`src/tcss_pkg.sv`:
```
// package of constants and types for the transmit clock and sync pin block
// ======================================================================
// What this block does
// - system clock used only with elastic store or interleaved bus mode
// - compat mode: port one system clock serves all
// - loss indications come from their own detectors
// - indicator source chosen per port by clock control
// - indicators drive pins only in compat mode
// - input sync pulse marks frame or multiframe boundary
// - output sync pulses at frame or multiframe boundary
// - T1 frame pulses double wide on signaling frames
// - line sync timed by line transmit clock, or by receive clock when lineFromRx is set
// - elastic store selects system sync input function
// - system sync sampled on system transmit clock
// - system sync output gives backplane-timed frame pulse
// - serial data sampled on falling edge of chosen clock
package tcss_pkg;
  // ======================================================================
  // sizes
  localparam int NPORT = 8;
  localparam int STAT_W = 16;
  localparam int CFG_W = 6;
  // ======================================================================
  // register offsets
  localparam logic [7:0] ADDR_GLOBAL    = 8'h00;
  localparam logic [7:0] ADDR_INDSEL    = 8'h04;
  localparam logic [7:0] ADDR_PORT0     = 8'h08;
  localparam logic [7:0] ADDR_PORT_STEP = 8'h04;
  localparam logic [7:0] ADDR_STATUS    = 8'h28;
  localparam logic [7:0] ADDR_CLEAR     = 8'h2C;
  localparam logic [7:0] ADDR_ENABLE    = 8'h30;
  // global control bits
  localparam int GBL_COMPAT = 0;
  localparam int GBL_IBO    = 1;
  localparam int GBL_SHARED = 2;
  localparam int GBL_W      = 3;
  // indicator select codes, two bits per port
  localparam logic [1:0] IND_ANALOG = 2'h0;
  localparam logic [1:0] IND_FRAMER = 2'h1;
  localparam logic [1:0] IND_FREEZE = 2'h2;
  // ======================================================================
  // framing counts
  localparam logic [8:0] T1_LAST_BIT   = 9'h0C0;
  localparam logic [8:0] E1_LAST_BIT   = 9'h0FF;
  localparam logic [3:0] T1_LAST_FRAME = 4'hB;
  localparam logic [3:0] E1_LAST_FRAME = 4'hF;
  localparam logic [3:0] SIG_FRAME_A   = 4'h5;
  localparam logic [3:0] SIG_FRAME_B   = 4'hB;
  localparam logic [8:0] WIDE_BIT      = 9'h001;
  // backplane frame pulse timing
  localparam int BP_CLOCK_KHZ   = 2048;
  localparam int FRAME_RATE_KHZ = 8;
  localparam int BP_PER_FRAME   = BP_CLOCK_KHZ / FRAME_RATE_KHZ;
  // ======================================================================
  // carriers
  typedef struct packed {
    logic lineFromRx;
    logic t1Mode;
    logic doubleWide;
    logic multiframe;
    logic syncOutput;
    logic esEnable;
  } tcss_port_cfg_type;
  typedef struct packed {
    logic [NPORT-1:0] lineClk;
    logic [NPORT-1:0] rxClk;
    logic [NPORT-1:0] sysClk;
    logic [NPORT-1:0] syncIn;
    logic [NPORT-1:0] serData;
    logic             bpClk;
    logic             sharedSync;
  } tcss_pins_type;
endpackage

```
`src/tcss_port.sv`:
```
// per-port transmit sync engine: frame counting, sync pin in/out and serial capture
`timescale 1ns/1ns
module tcss_port
  import tcss_pkg::*;
(
  // clock and reset
  input  wire logic              mclk,
  input  wire logic              rst,
  // configuration
  input  wire tcss_port_cfg_type cfg,
  input  wire logic              interleaved_bus_mode,
  input  wire logic              compat,
  // sampled pin events
  input  wire logic              lineFall,
  input  wire logic              sysFall,
  input  wire logic              syncLevel,
  input  wire logic              serLevel,
  input  wire logic              bpFrame,
  // outputs
  output logic                   syncOut,
  output logic                   syncOe,
  output logic                   serBit,
  output logic                   serValid,
  output logic                   lineBoundary,
  output logic                   sysBoundary
);
  logic [8:0] bitCnt;
  logic [3:0] frameCnt;
  logic       prevLineSync;
  logic       prevSysSync;

  // ======================================================================
  // decode
  // system clock only with store or interleaved bus mode
  wire useSys = cfg.esEnable | interleaved_bus_mode;
  wire lineInput = ~cfg.esEnable & ~cfg.syncOutput;
  wire sysInput = cfg.esEnable & ~cfg.syncOutput;
  wire esOutput = cfg.esEnable & cfg.syncOutput & ~compat;
  wire [8:0] bitLast = cfg.t1Mode ? T1_LAST_BIT : E1_LAST_BIT;
  wire [3:0] frameLast = cfg.t1Mode ? T1_LAST_FRAME : E1_LAST_FRAME;
  wire bitWrap = bitCnt == bitLast;
  wire frameWrap = frameCnt == frameLast;
  wire restart = lineInput & lineFall & syncLevel & ~prevLineSync;
  wire sysRise = sysInput & sysFall & syncLevel & ~prevSysSync;
  wire [8:0] next_bitCnt = !lineFall ? bitCnt : (restart | bitWrap) ? 9'h000 : 9'(bitCnt + 9'h001);
  wire [3:0] stepFrame = bitWrap ? (frameWrap ? 4'h0 : 4'(frameCnt + 4'h1)) : frameCnt;
  wire [3:0] next_frameCnt = !lineFall ? frameCnt : restart ? (cfg.multiframe ? 4'h0 : frameCnt) : stepFrame;
  wire atBoundary = (bitCnt == 9'h000) && (!cfg.multiframe || frameCnt == 4'h0);
  wire sigFrame = (frameCnt == SIG_FRAME_A) || (frameCnt == SIG_FRAME_B);
  wire wideBit = (bitCnt == WIDE_BIT) && cfg.t1Mode && !cfg.multiframe && cfg.doubleWide && sigFrame;
  // output changes only on line edges, except esOutput where it follows bpFrame every cycle
  wire next_syncOut = esOutput ? bpFrame : lineFall ? (cfg.syncOutput & (atBoundary | wideBit)) : syncOut;
  wire sampleEdge = useSys ? sysFall : lineFall;

  // ======================================================================
  // registers
  always_ff @(posedge mclk) begin
    if (rst) begin
      bitCnt       <= 9'h000;
      frameCnt     <= 4'h0;
      prevLineSync <= 1'b0;
      prevSysSync  <= 1'b0;
      syncOut      <= 1'b0;
      syncOe       <= 1'b0;
      serBit       <= 1'b0;
      serValid     <= 1'b0;
      lineBoundary <= 1'b0;
      sysBoundary  <= 1'b0;
    end else begin
      bitCnt       <= next_bitCnt;
      frameCnt     <= next_frameCnt;
      prevLineSync <= lineFall ? syncLevel : prevLineSync;
      // system sync sampled on system edge
      prevSysSync  <= sysFall ? syncLevel : prevSysSync;
      syncOut      <= next_syncOut;
      syncOe       <= cfg.syncOutput & ~(compat & cfg.esEnable);
      serBit       <= sampleEdge ? serLevel : serBit;
      serValid     <= sampleEdge;
      lineBoundary <= restart;
      sysBoundary  <= sysRise;
    end
  end
endmodule // tcss_port

```
`src/tcss_top.sv`:
```
// transmit clock and frame sync pin logic for eight ports, with register port and interrupt
//
// Our own choices: the plain strobed port and the placing of the registers.
`timescale 1ns/1ns
module tcss_top
  import tcss_pkg::*;
#(
  parameter int BP_FRAME_COUNT = BP_PER_FRAME
)(
  // clock and reset
  input  wire logic             mclk,
  input  wire logic             rst,
  // register port
  input  wire logic [7:0]       regAddr,
  input  wire logic [31:0]      regWdata,
  input  wire logic             regWrite,
  input  wire logic             regRead,
  output logic      [31:0]      regRdata,
  output logic                  irq,
  // transmit clock pins
  input  wire logic [NPORT-1:0] lineClk,
  input  wire logic [NPORT-1:0] rxClk,
  input  wire logic [NPORT-1:0] sysClk,
  input  wire logic             bpClk,
  // frame sync pins
  input  wire logic [NPORT-1:0] syncIn,
  output logic      [NPORT-1:0] syncOut,
  output logic      [NPORT-1:0] syncOe,
  input  wire logic             sharedSyncIn,
  output logic                  sharedSyncOut,
  output logic                  sharedSyncOe,
  // serial data pins and captured bits
  input  wire logic [NPORT-1:0] serData,
  output logic      [NPORT-1:0] serBit,
  output logic      [NPORT-1:0] serValid,
  // loss and freeze sources
  input  wire logic [NPORT-1:0] analogLoss,
  input  wire logic [NPORT-1:0] framerLoss,
  input  wire logic [NPORT-1:0] sigFreeze,
  // indicator outputs on system clock pins 2 to 8
  output logic      [NPORT-1:1] indOut,
  output logic      [NPORT-1:1] indOe
);
  // ======================================================================
  // declarations
  tcss_pins_type              pinStage1;
  tcss_pins_type              pinStage2;
  tcss_pins_type              pinStage3;
  tcss_pins_type              rawPins;
  logic [GBL_W-1:0]           globalCtrl;
  logic [2*NPORT-1:0]         indSelect;
  tcss_port_cfg_type          portCfg [NPORT];
  logic [STAT_W-1:0]          status;
  logic [STAT_W-1:0]          irqEnable;
  logic [15:0]                bpCnt;
  logic                       bpFrame;
  logic [NPORT-1:0]           lineBoundary;
  logic [NPORT-1:0]           sysBoundary;
  logic [NPORT-1:0]           portLineFall;
  logic [NPORT-1:0]           portSysFall;
  logic [NPORT-1:0]           portSyncLevel;
  logic [31:0]                portRead [NPORT];
  logic [NPORT-1:0]           portHit;

  // ======================================================================
  // pin synchronisers
  assign rawPins.lineClk    = lineClk;
  assign rawPins.rxClk      = rxClk;
  assign rawPins.sysClk     = sysClk;
  assign rawPins.syncIn     = syncIn;
  assign rawPins.serData    = serData;
  assign rawPins.bpClk      = bpClk;
  assign rawPins.sharedSync = sharedSyncIn;

  always_ff @(posedge mclk) begin
    if (rst) begin
      pinStage1 <= '0;
      pinStage2 <= '0;
      pinStage3 <= '0;
    end else begin
      pinStage1 <= rawPins;
      pinStage2 <= pinStage1;
      pinStage3 <= pinStage2;
    end
  end

  // edge detection after the second stage
  wire [NPORT-1:0] txFall   = ~pinStage2.lineClk & pinStage3.lineClk;
  wire [NPORT-1:0] rxFall   = ~pinStage2.rxClk & pinStage3.rxClk;
  wire [NPORT-1:0] sysFall  = ~pinStage2.sysClk & pinStage3.sysClk;
  wire             bpRise   = pinStage2.bpClk & ~pinStage3.bpClk;

  // ======================================================================
  // global decode
  wire compat    = globalCtrl[GBL_COMPAT];
  // interleaved mode relies on synchronous clocks
  wire interleaved_bus_mode       = globalCtrl[GBL_IBO];
  wire sharedOut = globalCtrl[GBL_SHARED];
  wire wrGlobal  = regWrite && regAddr == ADDR_GLOBAL;
  wire wrIndSel  = regWrite && regAddr == ADDR_INDSEL;
  wire wrClear   = regWrite && regAddr == ADDR_CLEAR;
  wire wrEnable  = regWrite && regAddr == ADDR_ENABLE;
  wire [STAT_W-1:0] clearBits  = wrClear ? regWdata[STAT_W-1:0] : '0;
  wire [STAT_W-1:0] setBits    = {sysBoundary, lineBoundary};
  // set wins over a clear in the same cycle
  wire [STAT_W-1:0] next_status = (status & ~clearBits) | setBits;
  wire [STAT_W-1:0] next_irqEnable = wrEnable ? regWdata[STAT_W-1:0] : irqEnable;
  wire [15:0] bpLast = 16'(BP_FRAME_COUNT - 1);
  wire bpWrap = bpCnt == bpLast;
  // shared pin drives backplane frame pulse
  wire next_sharedOe = compat & sharedOut & portCfg[0].esEnable;

  // ======================================================================
  // per-port selection, configuration and engines
  genvar p;
  generate
    for (p = 0; p < NPORT; p++) begin : g_port
      wire [7:0] cfgAddr = 8'(ADDR_PORT0 + ADDR_PORT_STEP * p);
      assign portHit[p] = regAddr == cfgAddr;
      assign portRead[p] = {{(32-CFG_W){1'b0}}, portCfg[p]};
      assign portLineFall[p] = portCfg[p].lineFromRx ? rxFall[p] : txFall[p];
      // in compat mode, port one system clock for all
      assign portSysFall[p] = compat ? sysFall[0] : sysFall[p];
      assign portSyncLevel[p] = (compat && portCfg[p].esEnable) ? pinStage2.sharedSync : pinStage2.syncIn[p];

      always_ff @(posedge mclk) begin
        if (rst) begin
          portCfg[p] <= '0;
        end else if (regWrite && portHit[p]) begin
          portCfg[p] <= tcss_port_cfg_type'(regWdata[CFG_W-1:0]);
        end
      end

      tcss_port u_port (
        .mclk         (mclk),
        .rst          (rst),
        .cfg          (portCfg[p]),
        .interleaved_bus_mode          (interleaved_bus_mode),
        .compat       (compat),
        .lineFall     (portLineFall[p]),
        .sysFall      (portSysFall[p]),
        .syncLevel    (portSyncLevel[p]),
        .serLevel     (pinStage2.serData[p]),
        .bpFrame      (bpFrame),
        .syncOut      (syncOut[p]),
        .syncOe       (syncOe[p]),
        .serBit       (serBit[p]),
        .serValid     (serValid[p]),
        .lineBoundary (lineBoundary[p]),
        .sysBoundary  (sysBoundary[p])
      );
    end
  endgenerate

  // ======================================================================
  // indicator pins 2 to 8
  generate
    for (p = 1; p < NPORT; p++) begin : g_ind
      wire [1:0] sel = indSelect[2*p+1:2*p];
      wire indValue = (sel == IND_ANALOG) ? analogLoss[p] :
                      (sel == IND_FRAMER) ? framerLoss[p] :
                      (sel == IND_FREEZE) ? sigFreeze[p] : 1'b0;
      always_ff @(posedge mclk) begin
        if (rst) begin
          indOut[p] <= 1'b0;
          indOe[p]  <= 1'b0;
        end else begin
          indOut[p] <= indValue & compat;
          // pins driven only in compat mode
          indOe[p]  <= compat;
        end
      end
    end
  endgenerate

  // ======================================================================
  // read decode
  wire anyPort = |portHit;
  logic [31:0] portValue;
  always_comb begin
    portValue = '0;
    for (int i = 0; i < NPORT; i++) begin
      if (portHit[i]) begin
        portValue = portRead[i];
      end
    end
  end
  wire [31:0] readValue = (regAddr == ADDR_GLOBAL) ? {{(32-GBL_W){1'b0}}, globalCtrl} :
                          (regAddr == ADDR_INDSEL) ? {{(32-2*NPORT){1'b0}}, indSelect} :
                          (regAddr == ADDR_STATUS) ? {{(32-STAT_W){1'b0}}, status} :
                          (regAddr == ADDR_ENABLE) ? {{(32-STAT_W){1'b0}}, irqEnable} :
                          anyPort ? portValue : 32'h00000000;

  // ======================================================================
  // control registers, status and interrupt
  always_ff @(posedge mclk) begin
    if (rst) begin
      globalCtrl <= '0;
      indSelect  <= '0;
      irqEnable  <= '0;
      status     <= '0;
      irq        <= 1'b0;
      regRdata   <= 32'h00000000;
    end else begin
      globalCtrl <= wrGlobal ? regWdata[GBL_W-1:0] : globalCtrl;
      indSelect  <= wrIndSel ? regWdata[2*NPORT-1:0] : indSelect;
      irqEnable  <= next_irqEnable;
      status     <= next_status;
      irq        <= |(next_status & next_irqEnable);
      regRdata   <= regRead ? readValue : 32'h00000000;
    end
  end

  // ======================================================================
  // backplane frame pulse generator
  always_ff @(posedge mclk) begin
    if (rst) begin
      bpCnt         <= 16'h0000;
      bpFrame       <= 1'b0;
      sharedSyncOut <= 1'b0;
      sharedSyncOe  <= 1'b0;
    end else begin
      if (bpRise) begin
        bpCnt   <= bpWrap ? 16'h0000 : 16'(bpCnt + 16'h0001);
        bpFrame <= bpWrap;
      end
      sharedSyncOut <= bpFrame & next_sharedOe;
      sharedSyncOe  <= next_sharedOe;
    end
  end
endmodule // tcss_top

```
`config.mk`:
```
export PLATFORM = sky130hd
export DESIGN_NAME = tcss_top
export DESIGN_NICKNAME = d
export VERILOG_FILES = /design/src/tcss_pkg.sv /design/src/tcss_port.sv /design/src/tcss_top.sv
export SDC_FILE = /design/constraint.sdc
export NUM_CORES = 1
export LEC_CHECK = 0
export BUFFER_PORTS_ARGS = -buffer_cell sky130_fd_sc_hd__buf_2
export CAP_MARGIN = 20
export CORE_AREA = 2 2 220 222
export DETAILED_ROUTE_END_ITERATION = 8
export DIE_AREA = 0 0 222 224
export PLACE_DENSITY = 0.68
export SYNTH_ARGS = -nofsm -noshare
export SYNTH_HDL_FRONTEND = slang
export SYNTH_SLANG_ARGS = --single-unit
```
`constraint.sdc`:
```
create_clock -name mclk -period 3 [get_ports mclk]
set_input_delay 0.3 -clock mclk [delete_from_list [all_inputs] [get_ports mclk]]
set_output_delay 0.3 -clock mclk [all_outputs]
set_load 0.02 [all_outputs]
```
==> summary.txt <==
Synthesis
  • Post-Synthesis Cells: 2003
  • Synth unique cells: 73
  • Flops & latches, synth: 420
  • Synth Cell Area: 0.0183 sq mm
  • Top FF cell, synth: dfxtp_1
  • Post-Syn Area per Cell: between 9 and 10 sq um
  • Async set or reset register ratio after synthesis: 0%
  • Post-synth EDFFs: 48
  • Synth Warn #: 0
  • Seq/Total Area, Yosys: 48.5%

Clocking
  • Maximum clock path buffer count: 3
  • Clock transition at path regs: 60 ps
  • Clock Sinks: 420
  • Setup Buffers After CTS: 0
  • Clock Root Buffer: clkbuf_16
  • CTS tree: done
  • Total CTS buffers: between 40 and 50
  • Post-CTS sizing: 0
  • Clk_lat worst skew: roughly 580 ps
  • Hold buffers post-CTS: 59
  • H-tree Lvls: 2

Place
  • Routability cong.: 0.919
  • DPL Wire Length: 34400 um
  • I/O Buffers: 155
  • Dpl cells: 2673

Worst setup path
  • Crit path max fanout: 14
  • Critical path cell sequence: buf_4 > nand3_1 > a21o_1 > or2_2 > o211ai_1 > o21ai_0 > a21oi_1
  • Critical path data required time: 3500 ps
  • CP Capture Type: flip-flop
  • CP top delay family: compound AO/OA/AOI/OAI gates
  • Worst path slowest cell: dfxtp_1
  • CP Data Arrival Time: 2980 ps
  • Critical setup path kind: flip-flop to flip-flop
  • Max incr delay on CP: 630 ps
  • Worst path buffer plus inverter count: 1
  • Setup crit start kind: flip-flop

Detailed routing
  • WL/cell: 17.3 um
  • DR DRC count: 0
  • Drt pass-1 iters: 7
  • Via density: 5.26
  • Routed Antenna Nets: 0
  • Vias: ~15k
  • Routed WL: just under 50000 um
  • Number of DRC markers in iteration 0: between 1k and 1.5k

Die
  • # rows: 80
  • Starting density of the core: 38.7%
  • Placeable Area: 0.0473 sq mm
  • DIE WIDTH: 222 um
  • Die H: 224 um
  • Die ar.: between 0.04 and 0.05 sq mm
  • Top Ports: around 190

STA
  • Worst rel slew slack: 46.9%
  • Final Setup Violations: 0
  • Worst-Margin Slew: 790 ps
  • Period utilization: 82.9%
  • RSZ-0062 raised after global routing: false
  • Final Hold Viols: 0
  • Min cycle time layout: 2490 ps
  • Worst Skew: 22.4 ps
  • Max Clk Rate: 402 MHz
  • Setup tns final: 0 ps
  • Max-slew violation count: 0

Final layout
  • Finished Layout Cells: roughly 2.8k
  • Nets: 2324
  • Layout cells sized above 1: 13.9%
  • Commonest non-fill, non-tap cell in the layout: dfxtp_1
  • Ant diodes: 0
  • Area grow syn2layout: 17.6%
  • Most frequent cells in the layout: dfxtp_1, nor2_1, nand2_1

Global routing
  • Overflow after GRT: 0
  • Pin count of the biggest net entering global routing: 159
  • GRT Total Usage: 19.1%
  • Vias in the first global route: 14.0k
  • Initial antenna violation count: 5
  • First-pass GRT wire length: between 70000 and 80000 um

Pwr
  • PwrDens: 570 mW/mm^2
  • Peak supply drop: 0.376 mV
  • Static Leakage: 8.44 nW

Outcome
  • Status: completed

Worst hold path
  • Min-Delay Path Class: input pin to flip-flop

Job
  • Max Cap Viol: 0
[layer usage]
metal	vias to the layer above	GRT usage (%)	wire length [um]
met5	-	0	13
met2	529	31.1	22100
met1	7003	25.5	21600
met4	2	6.34	1340
li1	7182	-	-
met3	92	3.63	3640
[worst reg2reg max path, delay by kind of cell, from the launching register on]
family          cells  cell delay [ps]
buf+inv             1              300
compound gates      4              980
flops               1              630
simple gates        2              500
[cells by family after synthesis]
kind of cell	Yosys count	share of synthesized area [%]
simple gates	902	25.2
flops	420	48.5
compound gates	295	10.8
buf+inv	201	5.36
xor+xnor	83	3.97
mux	52	2.84
fa+ha+maj	49	3.34
other cells	1	0.0205
[worst paths after layout]
| check | startpoint | slack, ps | to | cells after the start |
|---|---|---|---|---|
| worst max register to register | globalCtrl[0] | 510 | g_port[1].u_port.frameCnt[3] | 7 |
| worst min-delay path | analogLoss[6] | 80 | indOut[6] | 5 |
| worst min register to register | g_port[4].u_port.prevSysSync | 430 | g_port[4].u_port.sysBoundary | 1 |
| worst max-delay path | globalCtrl[0] | 510 | g_port[1].u_port.frameCnt[3] | 7 |
[synthesized netlist by cell type (49+ instances only)]
library cell / n / area, sq um
a21oi_1: 85 / 425
and3_1: 65 / 407
buf_4: 54 / 405
clkbuf_1: 84 / 315
dfxtp_1: 372 / 7450
ha_1: 49 / 613
inv_1: 51 / 191
mux2i_1: 52 / 521
nand2_1: 157 / 589
nor2_1: 291 / 1090
nor2b_1: 124 / 776
xor2_1: 54 / 473
[per-stage QoR]
step	utilization, %	cell area [sq um]	hold WS (ps)	setup slack, ps	total power, W
after floorplan	-	18400	397	589	0.00640
after global placement	41.0	19400	416	549	0.00660
after detailed placement	41.0	19400	420	534	0.00661
after CTS	45.5	21600	55.1	558	0.0124
after global routing	45.5	21600	87.8	333	0.0127
final	45.5	21600	80.0	513	0.0123
[final cells by class]
| type | instances | area [sq um] |
|---|---|---|
| Fill cell | 4446 | 25800 |
| Sequential cell | 420 | 8890 |
| Multi-Input combinational cell | 1397 | 8520 |
| Timing Repair Buffer | 249 | 1650 |
| Clock buffer | 62 | 1300 |
| Tap cell | 615 | 769 |
| Clock inverter | 22 | 245 |
| Inverter | 51 | 191 |
[registers in the layout, summed over array words and instances (netlist names), 16 cells and up]
name / count
bpCnt: 16
pinStage2: 42
pinStage3: 25
regRdata: 16
g_port.u_port.bitCnt: 72
g_port.u_port.frameCnt: 32
pinStage1: 42
status: 16
portCfg: 48
indSelect: 16
irqEnable: 16
[power breakdown]
part           internal [W]  switching, W  leakage (nW)
clock network       0.00341       0.00233         0.763
logic              0.000262      0.000366          4.20
registers           0.00581      0.000119          3.48
total               0.00948       0.00282          8.44
(Power assumes the default switching activity.)
